### src/rtl/lmg_pkg.sv
package lmg_pkg;

  // register byte offsets of the command port
  localparam logic [7:0] OFS_CMD     = 8'h00;
  localparam logic [7:0] OFS_LBA_LO  = 8'h04;
  localparam logic [7:0] OFS_LBA_HI  = 8'h08;
  localparam logic [7:0] OFS_PWD     = 8'h0C;
  localparam logic [7:0] OFS_STATUS  = 8'h10;
  localparam logic [7:0] OFS_RES_LO  = 8'h14;
  localparam logic [7:0] OFS_RES_HI  = 8'h18;
  localparam logic [7:0] OFS_MAX_LO  = 8'h1C;
  localparam logic [7:0] OFS_MAX_HI  = 8'h20;
  localparam logic [7:0] OFS_ID8386  = 8'h24;
  localparam logic [7:0] OFS_ID128   = 8'h28;

  // opcodes
  localparam logic [7:0] OP_RD_NATIVE     = 8'hF8;
  localparam logic [7:0] OP_RD_NATIVE_EXT = 8'h27;
  localparam logic [7:0] OP_SET_MAX       = 8'hF9;
  localparam logic [7:0] OP_SET_MAX_EXT   = 8'h37;
  localparam logic [7:0] OP_SEC_SET_PW    = 8'hF1;
  localparam logic [7:0] OP_SEC_UNLOCK    = 8'hF2;
  localparam logic [7:0] OP_SEC_ERASE_PRP = 8'hF3;
  localparam logic [7:0] OP_SEC_ERASE     = 8'hF4;
  localparam logic [7:0] OP_SEC_FREEZE    = 8'hF5;
  localparam logic [7:0] OP_SEC_DISABLE   = 8'hF6;

  // set-maximum subcommands carried in the feature byte
  localparam logic [7:0] SM_ADDRESS = 8'h00;
  localparam logic [7:0] SM_SET_PW  = 8'h01;
  localparam logic [7:0] SM_LOCK    = 8'h02;
  localparam logic [7:0] SM_UNLOCK  = 8'h03;
  localparam logic [7:0] SM_FREEZE  = 8'h04;

  // media read and write opcodes gated by the lock and the maximum
  localparam int MEDIA_N = 24;
  localparam logic [7:0] MEDIA_OPS [MEDIA_N] = '{
    8'hCA, 8'h35, 8'h3D, 8'h61, 8'h3F, 8'hC5, 8'h39, 8'hCE,
    8'h30, 8'h34, 8'h3A, 8'h3B, 8'h45, 8'hC8, 8'h25, 8'h60,
    8'hC4, 8'h29, 8'h20, 8'h24, 8'h40, 8'h42, 8'h2A, 8'h2B};

  localparam logic [47:0] NATIVE_MAX_LBA = 48'h0000_00C1_ACFF;
  localparam logic [31:0] MASTER_PW_RST  = 32'h5A5A_0001; // arbitrary
  localparam logic [31:0] USER_PW_RST    = 32'h0000_0000;
  localparam logic [2:0]  ATTEMPT_LIMIT  = 3'h5;
  localparam int          ID_LIMIT_BIT   = 8;
  localparam int          ID_UNLOCK_ATTEMPTS_EXHAUSTED_BIT  = 4;

  typedef enum logic [1:0] {
    SEC_UNLK = 2'b00,
    SEC_LOCK = 2'b01,
    SEC_FROZ = 2'b10
  } lmg_sec_t;

  typedef enum logic [1:0] {
    LIM_NONE = 2'b00,
    LIM_UNLK = 2'b01,
    LIM_LOCK = 2'b10,
    LIM_FROZ = 2'b11
  } lmg_lim_t;

  typedef struct packed {
    logic       nv;
    logic [7:0] feat;
    logic [7:0] op;
  } lmg_cmd_t;

  function automatic logic lmg_is_media(input logic [7:0] op);
    logic hit;
    hit = 1'b0;
    for (int i = 0; i < MEDIA_N; i++) begin
      if (MEDIA_OPS[i] == op) begin
        hit = 1'b1;
      end
    end
    return hit;
  endfunction

endpackage

### src/rtl/lmg_gate.sv
`timescale 1ns/1ps
`default_nettype none

module lmg_gate (
  input  wire logic        CLOCK_IN,
  input  wire logic        RESET_N_IN,
  input  wire logic        HARD_RESET_IN,
  input  wire logic [7:0]  ADDR_IN,
  input  wire logic [31:0] WDATA_IN,
  input  wire logic        WR_IN,
  input  wire logic        RD_IN,
  input  wire logic [47:0] NV_MAX_IN,
  output logic      [31:0] RDATA_OUT,
  output logic             CMD_EXEC_OUT,
  output logic             CMD_ABORT_OUT,
  output logic      [7:0]  CMD_CODE_OUT,
  output logic             ERASE_OUT,
  output logic             NV_MAX_WE_OUT,
  output logic      [47:0] NV_MAX_OUT,
  output logic      [47:0] MAX_LBA_OUT
);
  import lmg_pkg::*;

  lmg_sec_t    sec_reg;
  lmg_lim_t    lim_reg;
  logic        loaded_reg;
  logic        lock_en_reg;
  logic [31:0] user_pw_reg;
  logic [31:0] master_pw_reg;
  logic [31:0] lim_pw_reg;
  logic [31:0] pwd_reg;
  logic [47:0] lba_reg;
  logic [47:0] max_reg;
  logic [47:0] nv_max_reg;
  logic [47:0] res_reg;
  logic [2:0]  tries_reg;
  logic        exhausted_reg;
  logic        last_abort_reg;
  logic        last_exec_reg;

  lmg_cmd_t    cmd;
  logic        go;
  logic        abort;
  logic        pw_match;
  logic        mismatch;
  logic        is_sec_pw;
  logic        lim_open;
  logic        sm_addr;

  // a write to the command offset is one command; hard reset in the same cycle drops it
  assign cmd = lmg_cmd_t'(WDATA_IN[16:0]);
  assign go  = WR_IN && (ADDR_IN == OFS_CMD) && loaded_reg && !HARD_RESET_IN;

  // security password check uses only the security passwords, never the limit one
  assign pw_match  = cmd.feat[0] ? (pwd_reg == master_pw_reg) : (pwd_reg == user_pw_reg);
  assign is_sec_pw = (cmd.op == OP_SEC_UNLOCK) || (cmd.op == OP_SEC_ERASE);
  assign mismatch  = go && is_sec_pw && (sec_reg != SEC_FROZ) && !exhausted_reg && !pw_match;
  assign lim_open  = (lim_reg == LIM_NONE) || (lim_reg == LIM_UNLK);
  assign sm_addr   = (cmd.op == OP_SET_MAX_EXT) ||
                     ((cmd.op == OP_SET_MAX) && (cmd.feat == SM_ADDRESS));

  // acceptance decision; a refusal changes only the command code, the result flags and the mismatch counter, which counts a wrong unlock or erase password
  always_comb begin
    abort = 1'b0;
    case (cmd.op)
      // a new security password may only be armed from the open state
      OP_SEC_SET_PW: begin
        abort = (sec_reg != SEC_UNLK);
      end
      // password commands close until the next reset once frozen or once the tries run out
      OP_SEC_UNLOCK, OP_SEC_ERASE: begin
        abort = (sec_reg == SEC_FROZ) || exhausted_reg || !pw_match;
      end
      // freezing is refused while locked, so a locked drive can still be opened
      OP_SEC_FREEZE: begin
        abort = (sec_reg == SEC_LOCK);
      end
      // disabling the lock needs the open state and a matching password
      OP_SEC_DISABLE: begin
        abort = (sec_reg != SEC_UNLK) || !pw_match;
      end
      // erase prepare changes no state and the erase does not need it; refused only when frozen
      OP_SEC_ERASE_PRP: begin
        abort = (sec_reg == SEC_FROZ);
      end
      OP_SET_MAX, OP_SET_MAX_EXT: begin
        // the security lock outranks the limit state
        if (sec_reg == SEC_LOCK) begin
          abort = 1'b1;
        end else if (sm_addr) begin
          // a maximum beyond the native one would expose blocks that do not exist
          abort = !lim_open || (lba_reg > NATIVE_MAX_LBA);
        end else begin
          // limit subcommands: lock needs a password, unlock needs it matched
          case (cmd.feat)
            SM_SET_PW: abort = !lim_open;
            SM_LOCK:   abort = (lim_reg != LIM_UNLK);
            SM_UNLOCK: abort = (lim_reg != LIM_LOCK) || (pwd_reg != lim_pw_reg);
            SM_FREEZE: abort = !lim_open;
            default:   abort = 1'b1;
          endcase
        end
      end
      default: begin
        // media access checks lock and limit; others pass unconditionally
        if (lmg_is_media(cmd.op)) begin
          abort = (sec_reg == SEC_LOCK) || (lba_reg > max_reg);
        end else begin
          abort = 1'b0;
        end
      end
    endcase
  end

  // argument registers written by software
  always_ff @(posedge CLOCK_IN or negedge RESET_N_IN) begin
    if (!RESET_N_IN) begin
      lba_reg <= 48'h0;
      pwd_reg <= 32'h0;
    end else if (WR_IN) begin
      if (ADDR_IN == OFS_LBA_LO) begin
        lba_reg[31:0] <= WDATA_IN;
      end
      if (ADDR_IN == OFS_LBA_HI) begin
        lba_reg[47:32] <= WDATA_IN[15:0];
      end
      if (ADDR_IN == OFS_PWD) begin
        pwd_reg <= WDATA_IN;
      end
    end
  end

  // security lock state; hard reset relocks when a user password is armed
  always_ff @(posedge CLOCK_IN or negedge RESET_N_IN) begin
    if (!RESET_N_IN) begin
      sec_reg     <= SEC_UNLK;
      lock_en_reg <= 1'b0;
      user_pw_reg <= USER_PW_RST;
      master_pw_reg <= MASTER_PW_RST;
    end else if (HARD_RESET_IN) begin
      sec_reg <= lock_en_reg ? SEC_LOCK : SEC_UNLK;
    end else if (go && !abort) begin
      case (cmd.op)
        // feature bit 0 picks the master slot, which never arms the lock
        OP_SEC_SET_PW: begin
          if (cmd.feat[0]) begin
            master_pw_reg <= pwd_reg;
          end else begin
            user_pw_reg <= pwd_reg;
            lock_en_reg <= 1'b1;
          end
        end
        OP_SEC_UNLOCK: begin
          sec_reg <= SEC_UNLK;
        end
        // an erase wipes the user data, so the lock has nothing left to guard
        OP_SEC_ERASE: begin
          sec_reg     <= SEC_UNLK;
          lock_en_reg <= 1'b0;
        end
        // the password stays stored, only the relock at hard reset is dropped
        OP_SEC_DISABLE: begin
          lock_en_reg <= 1'b0;
        end
        // frozen lasts until the next reset of either kind
        OP_SEC_FREEZE: begin
          sec_reg <= SEC_FROZ;
        end
        default: begin
          sec_reg <= sec_reg;
        end
      endcase
    end
  end

  // mismatch counter shared by master and user tries; cleared only by resets
  always_ff @(posedge CLOCK_IN or negedge RESET_N_IN) begin
    if (!RESET_N_IN) begin
      tries_reg     <= 3'h0;
      exhausted_reg <= 1'b0;
    end else if (HARD_RESET_IN) begin
      tries_reg     <= 3'h0;
      exhausted_reg <= 1'b0;
    end else if (mismatch) begin
      tries_reg <= tries_reg + 3'h1;
      if ((tries_reg + 3'h1) == ATTEMPT_LIMIT) begin
        exhausted_reg <= 1'b1;
      end
    end
  end

  // limit password and state live until power loss; hard reset leaves them alone
  always_ff @(posedge CLOCK_IN or negedge RESET_N_IN) begin
    if (!RESET_N_IN) begin
      lim_reg    <= LIM_NONE;
      lim_pw_reg <= 32'h0;
    end else if (go && !abort && (cmd.op == OP_SET_MAX) && !sm_addr) begin
      case (cmd.feat)
        SM_SET_PW: begin
          lim_pw_reg <= pwd_reg;
          lim_reg    <= LIM_UNLK;
        end
        // locked: only an unlock with the right password gets through
        SM_LOCK: begin
          lim_reg <= LIM_LOCK;
        end
        // back to the open limit state, the password is kept
        SM_UNLOCK: begin
          lim_reg <= LIM_UNLK;
        end
        // no way out of frozen but power loss
        SM_FREEZE: begin
          lim_reg <= LIM_FROZ;
        end
        default: begin
          lim_reg <= lim_reg;
        end
      endcase
    end
  end

  // current and stored maximum; the stored copy is taken from the pins once after power-up
  always_ff @(posedge CLOCK_IN or negedge RESET_N_IN) begin
    if (!RESET_N_IN) begin
      loaded_reg <= 1'b0;
      max_reg    <= 48'h0;
      nv_max_reg <= 48'h0;
    end else if (!loaded_reg) begin
      loaded_reg <= 1'b1;
      max_reg    <= NV_MAX_IN;
      nv_max_reg <= NV_MAX_IN;
    end else if (HARD_RESET_IN) begin
      // a volatile opening of the protected area closes again here
      max_reg <= nv_max_reg;
    end else if (go && !abort && sm_addr) begin
      // the stored copy only follows when the nonvolatile option is set;
      // the media write itself is the far side's job, signalled by the pulse
      max_reg <= lba_reg;
      if (cmd.nv) begin
        nv_max_reg <= lba_reg;
      end
    end
  end

  // native maximum is a constant, so a reduced limit can never leak into it
  always_ff @(posedge CLOCK_IN or negedge RESET_N_IN) begin
    if (!RESET_N_IN) begin
      res_reg <= 48'h0;
    end else if (go && !abort &&
                 ((cmd.op == OP_RD_NATIVE) || (cmd.op == OP_RD_NATIVE_EXT))) begin
      res_reg <= NATIVE_MAX_LBA;
    end
  end

  // command result pulses and sticky last-result flags
  always_ff @(posedge CLOCK_IN or negedge RESET_N_IN) begin
    if (!RESET_N_IN) begin
      CMD_EXEC_OUT   <= 1'b0;
      CMD_ABORT_OUT  <= 1'b0;
      CMD_CODE_OUT   <= 8'h00;
      ERASE_OUT      <= 1'b0;
      NV_MAX_WE_OUT  <= 1'b0;
      last_abort_reg <= 1'b0;
      last_exec_reg  <= 1'b0;
    end else begin
      CMD_EXEC_OUT  <= go && !abort;
      CMD_ABORT_OUT <= go && abort;
      ERASE_OUT     <= go && !abort && (cmd.op == OP_SEC_ERASE);
      NV_MAX_WE_OUT <= go && !abort && sm_addr && cmd.nv;
      // the code and last result are held; software can poll the last result in the status word
      if (go) begin
        CMD_CODE_OUT   <= cmd.op;
        last_abort_reg <= abort;
        last_exec_reg  <= !abort;
      end
    end
  end

  assign NV_MAX_OUT  = nv_max_reg;
  assign MAX_LBA_OUT = max_reg;

  // read port: data stand one cycle after the strobe, unmapped offsets read zero
  always_ff @(posedge CLOCK_IN or negedge RESET_N_IN) begin
    if (!RESET_N_IN) begin
      RDATA_OUT <= 32'h0;
    end else if (RD_IN) begin
      case (ADDR_IN)
        OFS_LBA_LO: RDATA_OUT <= lba_reg[31:0];
        OFS_LBA_HI: RDATA_OUT <= {16'h0, lba_reg[47:32]};
        OFS_STATUS: RDATA_OUT <= {21'h0, lock_en_reg, tries_reg, exhausted_reg,
                                  lim_reg, sec_reg, last_exec_reg, last_abort_reg};
        OFS_RES_LO: RDATA_OUT <= res_reg[31:0];
        OFS_RES_HI: RDATA_OUT <= {16'h0, res_reg[47:32]};
        OFS_MAX_LO: RDATA_OUT <= max_reg[31:0];
        OFS_MAX_HI: RDATA_OUT <= {16'h0, max_reg[47:32]};
        // low half is word 83, high half word 86
        OFS_ID8386: begin
          RDATA_OUT <= 32'h0;
          RDATA_OUT[ID_LIMIT_BIT] <= 1'b1;
          RDATA_OUT[16 + ID_LIMIT_BIT] <= (lim_reg != LIM_NONE);
        end
        // word 128 shows only the exhausted flag here
        OFS_ID128: begin
          RDATA_OUT <= 32'h0;
          RDATA_OUT[ID_UNLOCK_ATTEMPTS_EXHAUSTED_BIT] <= exhausted_reg;
        end
        default: RDATA_OUT <= 32'h0;
      endcase
    end else begin
      // idle bus reads zero so stale data never look like a fresh answer
      RDATA_OUT <= 32'h0;
    end
  end

endmodule

`default_nettype wire

### config.mk
export PLATFORM = sky130hd
export DESIGN_NAME = lmg_gate
export DESIGN_NICKNAME = d
export VERILOG_FILES = /design/src/rtl/lmg_pkg.sv /design/src/rtl/lmg_gate.sv
export SDC_FILE = /design/constraint.sdc
export NUM_CORES = 1
export LEC_CHECK = 0
export BUFFER_PORTS_ARGS = -buffer_cell sky130_fd_sc_hd__buf_2
export CORE_MARGIN = 4
export CORE_UTILIZATION = 45
export CTS_CLUSTER_SIZE = 40
export DETAILED_ROUTE_END_ITERATION = 8
export PLACE_DENSITY = 0.65
export SETUP_SLACK_MARGIN = 0.1
export SYNTH_ARGS = -nofsm -noshare
export SYNTH_HDL_FRONTEND = slang
export SYNTH_SLANG_ARGS = --single-unit
### constraint.sdc
create_clock -name CLOCK_IN -period 3.8 [get_ports CLOCK_IN]
set_input_delay 1.14 -clock CLOCK_IN [delete_from_list [all_inputs] [get_ports CLOCK_IN]]
set_output_delay 1.14 -clock CLOCK_IN [all_outputs]
set_load 0.01 [all_outputs]
=== Word-level counts from Yosys, hierarchy flattened ===
Index checks and enable logic that the tools add are counted.
Widths: inputs -> output; s select.

* Register bits after elaboration: 329
* Output and inout bits: 140
* Word-level logic and storage cells: 202

* Add/subtract/negate cells: 1
* Order comparisons: 2
* Equal/unequal tests: 62
* Multiplexer cells: 52
* Bitwise operators: 2
* Reductions and logical operators: 60

{| class="wikitable"
|+ Operator list
! cell !! count
|-
| $mux 48 || 7
|-
| $pmux 32 s8 || 1
|-
| $eq 6x8->1 const A || 14
|-
| $eq 32x32->1 || 2
|-
| $eq 8x8->1 const B || 8
|-
| $gt 48x24->1 const B || 1
|-
| $gt 48x48->1 || 1
|-
| $eq 7x8->1 const A || 5
|-
| $eq 8x6->1 const B || 5
|-
| $eq 8x8->1 const A || 5
|-
| $mux 1 || 34
|-
| $mux 32 || 1
|-
| $ne 32x32->1 || 1
|-
| $eq 8x5->1 const B || 3
|-
| $eq 8x2->1 const B || 2
|-
| $eq 8x3->1 const B || 2
|-
| $eq 8x4->1 const B || 2
|-
| $logic_and 1x1->1 || 16
|-
| $logic_not 8->1 || 2
|-
| $reduce_and 2->1 || 7
|-
| $reduce_and 4->1 || 3
|-
| $reduce_bool 2->1 || 6
|-
| $logic_or 1x1->1 || 10
|-
| $ne 2x2->1 const B || 5
|-
| 21 further kinds || 36
|}

=== Logic depth before layout (Yosys ltp) ===
* Depth after elaboration: 34
* Depth in mapped cells: 13
* Depth with buffers taken out: 9

=== Least setup slack after synthesis ===
No wires, ideal clock.

* Kind: input to register
* Start: in WDATA_IN[8]
* End: reg lim_pw_reg[10]
* Arrival time: 3707 ps
* Setup slack: -32 ps
* Stages: 10
* Path buffers: 3
* Path through: clkbuf_1 > buf_1 > mux2i_1 > xnor2_1 > nor4_1 > nand4_1 > o221a_2 > nor3_2 > buf_2 > mux2_2

* Longest elaborated chain between the ends: 11

{| class="wikitable"
|+ RTL lines
! what !! line !! RTL
|-
| start, declared || lmg_gate.sv:9 || <nowiki>input wire logic [31:0] WDATA_IN,</nowiki>
|-
| $eq 8x3->1, or another cell as far along || lmg_gate.sv:95 || <nowiki>case (cmd.feat)</nowiki>
|-
| $reduce_or 2->1 (no source line) or $logic_and 1x1->1 (tied branches) || n/a ||
|-
| $pmux 1 s3 or $logic_or 1x1->1 (tied branches) || lmg_gate.sv:95, lmg_gate.sv:59 ||
|-
| $mux 1 || lmg_gate.sv:90 || <nowiki>end else if (sm_addr) begin</nowiki>
|-
| $mux 1 || lmg_gate.sv:88 || <nowiki>if (sec_reg == SEC_LOCK) begin</nowiki>
|-
| $pmux 1 s6 || lmg_gate.sv:65 || <nowiki>case (cmd.op)</nowiki>
|-
| $logic_not 1->1 || lmg_gate.sv:197 || <nowiki>end else if (go && !abort && (cmd.op == OP_SET_MAX) && !sm_addr) begin</nowiki>
|-
| $logic_and 1x1->1 (3 in series) || lmg_gate.sv:197 ||
|-
| $reduce_and 2->1 (no source line) * || n/a ||
|-
| end signal, assigned || lmg_gate.sv:200 || <nowiki>lim_pw_reg <= pwd_reg;</nowiki>
|-
| end, declared || lmg_gate.sv:30 || <nowiki>logic [31:0] lim_pw_reg;</nowiki>
|}

Every way passes the cells marked *; elsewhere a longest branch is shown, timed or not.
A chain may end at the register's enable or synchronous reset.

=== Worst setup path in the final report ===
* Start: reg lba_reg[38]
* End: reg nv_max_reg[4] (netlist: NV_MAX_OUT[4])

* Longest elaborated chain between the ends: 10

{| class="wikitable"
|+ RTL lines
! what !! line !! RTL
|-
| start, declared || lmg_gate.sv:32 || <nowiki>logic [47:0] lba_reg;</nowiki>
|-
| start signal, assigned || lmg_gate.sv:125 || <nowiki>lba_reg[47:32] <= WDATA_IN[15:0];</nowiki>
|-
| $gt 48x24->1 || lmg_gate.sv:92 || <nowiki>abort = !lim_open || (lba_reg > NATIVE_MAX_LBA);</nowiki>
|-
| $logic_or 1x1->1 || lmg_gate.sv:92 ||
|-
| $mux 1 || lmg_gate.sv:90 ||
|-
| $mux 1 || lmg_gate.sv:88 ||
|-
| $pmux 1 s6 * || lmg_gate.sv:65 ||
|-
| $logic_not 1->1 * || lmg_gate.sv:235 || <nowiki>end else if (go && !abort && sm_addr) begin</nowiki>
|-
| $logic_and 1x1->1 * (2 in series) || lmg_gate.sv:235 ||
|-
| $ne 2x1->1 (no source line) * || n/a ||
|-
| $reduce_and 3->1 (no source line) * || n/a ||
|-
| end signal, assigned || lmg_gate.sv:240 || <nowiki>nv_max_reg <= lba_reg;</nowiki>
|-
| end, declared || lmg_gate.sv:34 || <nowiki>logic [47:0] nv_max_reg;</nowiki>
|}

Marked as above.

==> results.sh <==
export IMPL_total_power_mw=8.34
export IMPL_critical_path_max_stage_delay_ns=0.61
export IMPL_clockBufferDepth=3
export IMPL_crit_slowest_cell="or4_1"
export IMPL_worst_endpoint_arrival_ns=3.97
export IMPL_drc=0
export IMPL_worstPathBufferInverterCount=1
export IMPL_maxSlewViolCount=0
export IMPL_power_internal_mw=6.12
export IMPL_cts_tree="yes"
export IMPL_core_sq_um=36600
export IMPL_synthTopCellsByArea="dfrtp_1 (48%), mux2_2 (12%), mux2i_1 (5.0%), ha_1 (3.7%), xnor2_1 (3.4%)"
export IMPL_dp_hpwl_um=35500
export IMPL_diodes=0
export IMPL_rr_worst_depth=8
export IMPL_wirelength_um=48700
export IMPL_ys_ff_latch=329
export IMPL_synth_top_area_cell="dfrtp_1"
export IMPL_share_comb_of_total_power_pct=11.7
export IMPL_whs_endpoint="CMD_CODE_OUT[7]"
export IMPL_h_tree_depth=2
export IMPL_synthArstFlopShare_pct=100
export IMPL_drt_pass1_iterations=6
export IMPL_whs_path_depth=2
export IMPL_cts_num_sinks=329
export IMPL_cp_cell_sequence="or4_1 -> or4_1 -> or4_1 -> or4_1 -> or2_2 -> buf_12 -> mux2i_1 -> a21oi_1"
export IMPL_post_cts_buffers=0
export IMPL_p_sw_mw=2.21
export IMPL_grt_overflow=0
export IMPL_root_buffer="clkbuf_16"
export IMPL_die_y_um=201
export IMPL_finClkSkew_ns=0.0158
export IMPL_setup_viol=0
export IMPL_rows=70
export IMPL_timing_slew_headroom_pct=30.8
export IMPL_cts_clk_slew_worst_paths_ns=0.06
export IMPL_p_clk_share_pct=42.2
export IMPL_maxCapViolCount=0
export IMPL_syn_num_nets=1689
export IMPL_fillers=3180
export IMPL_io_pins=233
export IMPL_place_area_sq_um=18900
export IMPL_nets=1958
export IMPL_grt_pass1_vias=13081
export IMPL_hold_path_class="register to register"
export IMPL_syn_inst=1546
export IMPL_cp_max_fo=31
export IMPL_synthTopCellsByCount="dfrtp_1 (320), mux2_2 (181), nand2_1 (120), nor2_1 (92)"
export IMPL_required_ns=4.16
export IMPL_fmax_mhz=277
export IMPL_cts_made_buffers=36
export IMPL_viasPerCell=5.67
export IMPL_synth_top_cell_area_share_pct=47.9
export IMPL_num_vias=13095
export IMPL_final_util_pct=54.9
export IMPL_cts_hold_buf=0
export IMPL_clock_latency_ns=0.53
export IMPL_final_hold_viol_count=0
export IMPL_hold_start="CMD_CODE_OUT[7]"
export IMPL_ff2ff_setup_slack_ns=0.19
export IMPL_finalCritPeriodShare_pct=95.1
export IMPL_grt_pass1_wl_um=76400
export IMPL_final_cell_area_sq_um=20100
export IMPL_yosys_cell_types_count=70
export IMPL_dieArea_sq_um=40300
export IMPL_cp_common_cell="or4_1"
export IMPL_crit_reg2reg_launch="lba_reg[38]"
export IMPL_post_route_min_period_ns=3.61
export IMPL_ant_nets=0
export IMPL_r2r_end="NV_MAX_OUT[4]"
export IMPL_ys_flop_type="dfrtp_1"
export IMPL_initial_core_util_pct=45.7
export IMPL_cp_start_kind="register"
export IMPL_worst_pin_slew_ns=1.04
export IMPL_gp_congestion=0.881
export IMPL_rsz0062_at_grt="true"
export IMPL_grt_max_degree=107
export IMPL_syn_to_final_growth_pct=20.3
export IMPL_p_seq_share_pct=46.1
export IMPL_cp_end_kind="register"
export IMPL_dieWidth_um=201
export IMPL_crit_family="simple AND/OR/NAND/NOR gates"
export IMPL_path_class="register to register"
export IMPL_grt_total_usage_pct=23.5
export IMPL_status="completed"
export IMPL_drt_iter0_drc=991
export IMPL_cts_resized=0
export IMPL_syn_area_sq_um=16700
export IMPL_power_density_nw_per_um2=415
export IMPL_ys_warn_count=0
export IMPL_syn_area_per_cell_sq_um=10.8
export IMPL_yosysMostFrequentCell="dfrtp_1"
export IMPL_antenna_found_initial=0
export IMPL_drive_gt1_share_pct=32.2
export IMPL_io_buffer_count=232
export IMPL_wire_per_inst_um=21.1
export IMPL_p_sw_share_pct=26.5
export IMPL_ys_seq_area_share_pct=49.3
export IMPL_peakVddDrop_v=0.000306
export IMPL_leakage_nw=10.1
export IMPL_synth_edf_count=0
-- layer usage --
layer	GRT usage, %	part of all wire [%]	vias up
li1	-	-	6060
met1	32.9	44	6519
met2	38.9	48	429
met3	3.25	5.5	87
met4	5.95	2.5	0
met5	0	0	-
-- through the flow --
stage / TNS [ns] / hold slack (ns) / instances / setup slack (ns)
5_1_grt: 0 / 0.508 / 2310 / 0.0794
4_1_cts: 0 / 0.467 / 2310 / 0.199
2_1_floorplan: 0 / 0.434 / 1546 / 0.169
6_report: 0 / 0.460 / 2310 / 0.187
3_5_place_dp: -7.09 / 0.453 / 2245 / -0.145
3_3_place_gp: -3.44 / 0.451 / 2245 / -0.104
-- layout make-up --
class / instances / area [sq um] / share of cell area, %
flip-flops and latches: 329 / 8250 / 41.0
multi-input cells: 1040 / 7780 / 38.7
repair buffers: 324 / 1990 / 9.88
clock buffers: 50 / 1030 / 5.14
well taps: 468 / 586 / 2.91
inverters: 84 / 315 / 1.57
clock inverters: 15 / 161 / 0.803
-- cells by family (layout without fill, tap and decap cells) --
kind of cell,after synthesis,in the layout,synth area share [%]
fa+ha+maj,50,50,3.74
xor+xnor,67,67,3.51
mux,276,276,18.0
buf+inv,177,473,4.29
compound gates,254,254,9.58
simple gates,392,392,11.6
other cells,1,1,0.0224
flops,329,329,49.3
-- power groups by stage --
stage / registers (mW) / clock network (mW) / logic [mW]
floorplan: 3.88 / 0 / 0.450
global placement: 3.90 / 0 / 0.946
detailed placement: 3.90 / 0 / 0.972
CTS: 3.84 / 3.58 / 0.977
global route: 3.86 / 3.74 / 1.08
finish: 3.84 / 3.52 / 0.972
-- cells in the final DEF, fill, tap and decap left out, types with 32 or more instances in the layout --
master	n
dfrtp_1	319
buf_2	231
mux2_2	181
nand2_1	120
nor2_1	91
inv_1	83
mux2i_1	83
buf_4	82
o21ai_0	66
xnor2_1	64
a21oi_1	61
nand3_1	53
ha_1	50
clkbuf_16	36
a31oi_1	32
-- worst max path at each step --
stage	startpoint	end	slack, ns	cells past startpoint
2_1_floorplan	ADDR_IN[3]	NV_MAX_OUT[46]	0.17	13
3_3_place_gp	WDATA_IN[15]	NV_MAX_OUT[2]	-0.10	9
3_5_place_dp	WDATA_IN[15]	NV_MAX_OUT[4]	-0.14	9
4_1_cts	lba_reg[38]	lim_pw_reg[25]	0.20	9
5_1_grt	lba_reg[38]	NV_MAX_OUT[3]	0.08	8
6_report	lba_reg[38]	NV_MAX_OUT[4]	0.19	8
-- worst reg2reg max path: stages, from the launching register on --
cell and delay (ns):
dfrtp_1 0.42, or4_1 0.53, or4_1 0.49, or4_1 0.54, or4_1 0.61, or2_2 0.36
buf_12 0.20, mux2i_1 0.22, a21oi_1 0.08
(Power assumes the default switching activity.)
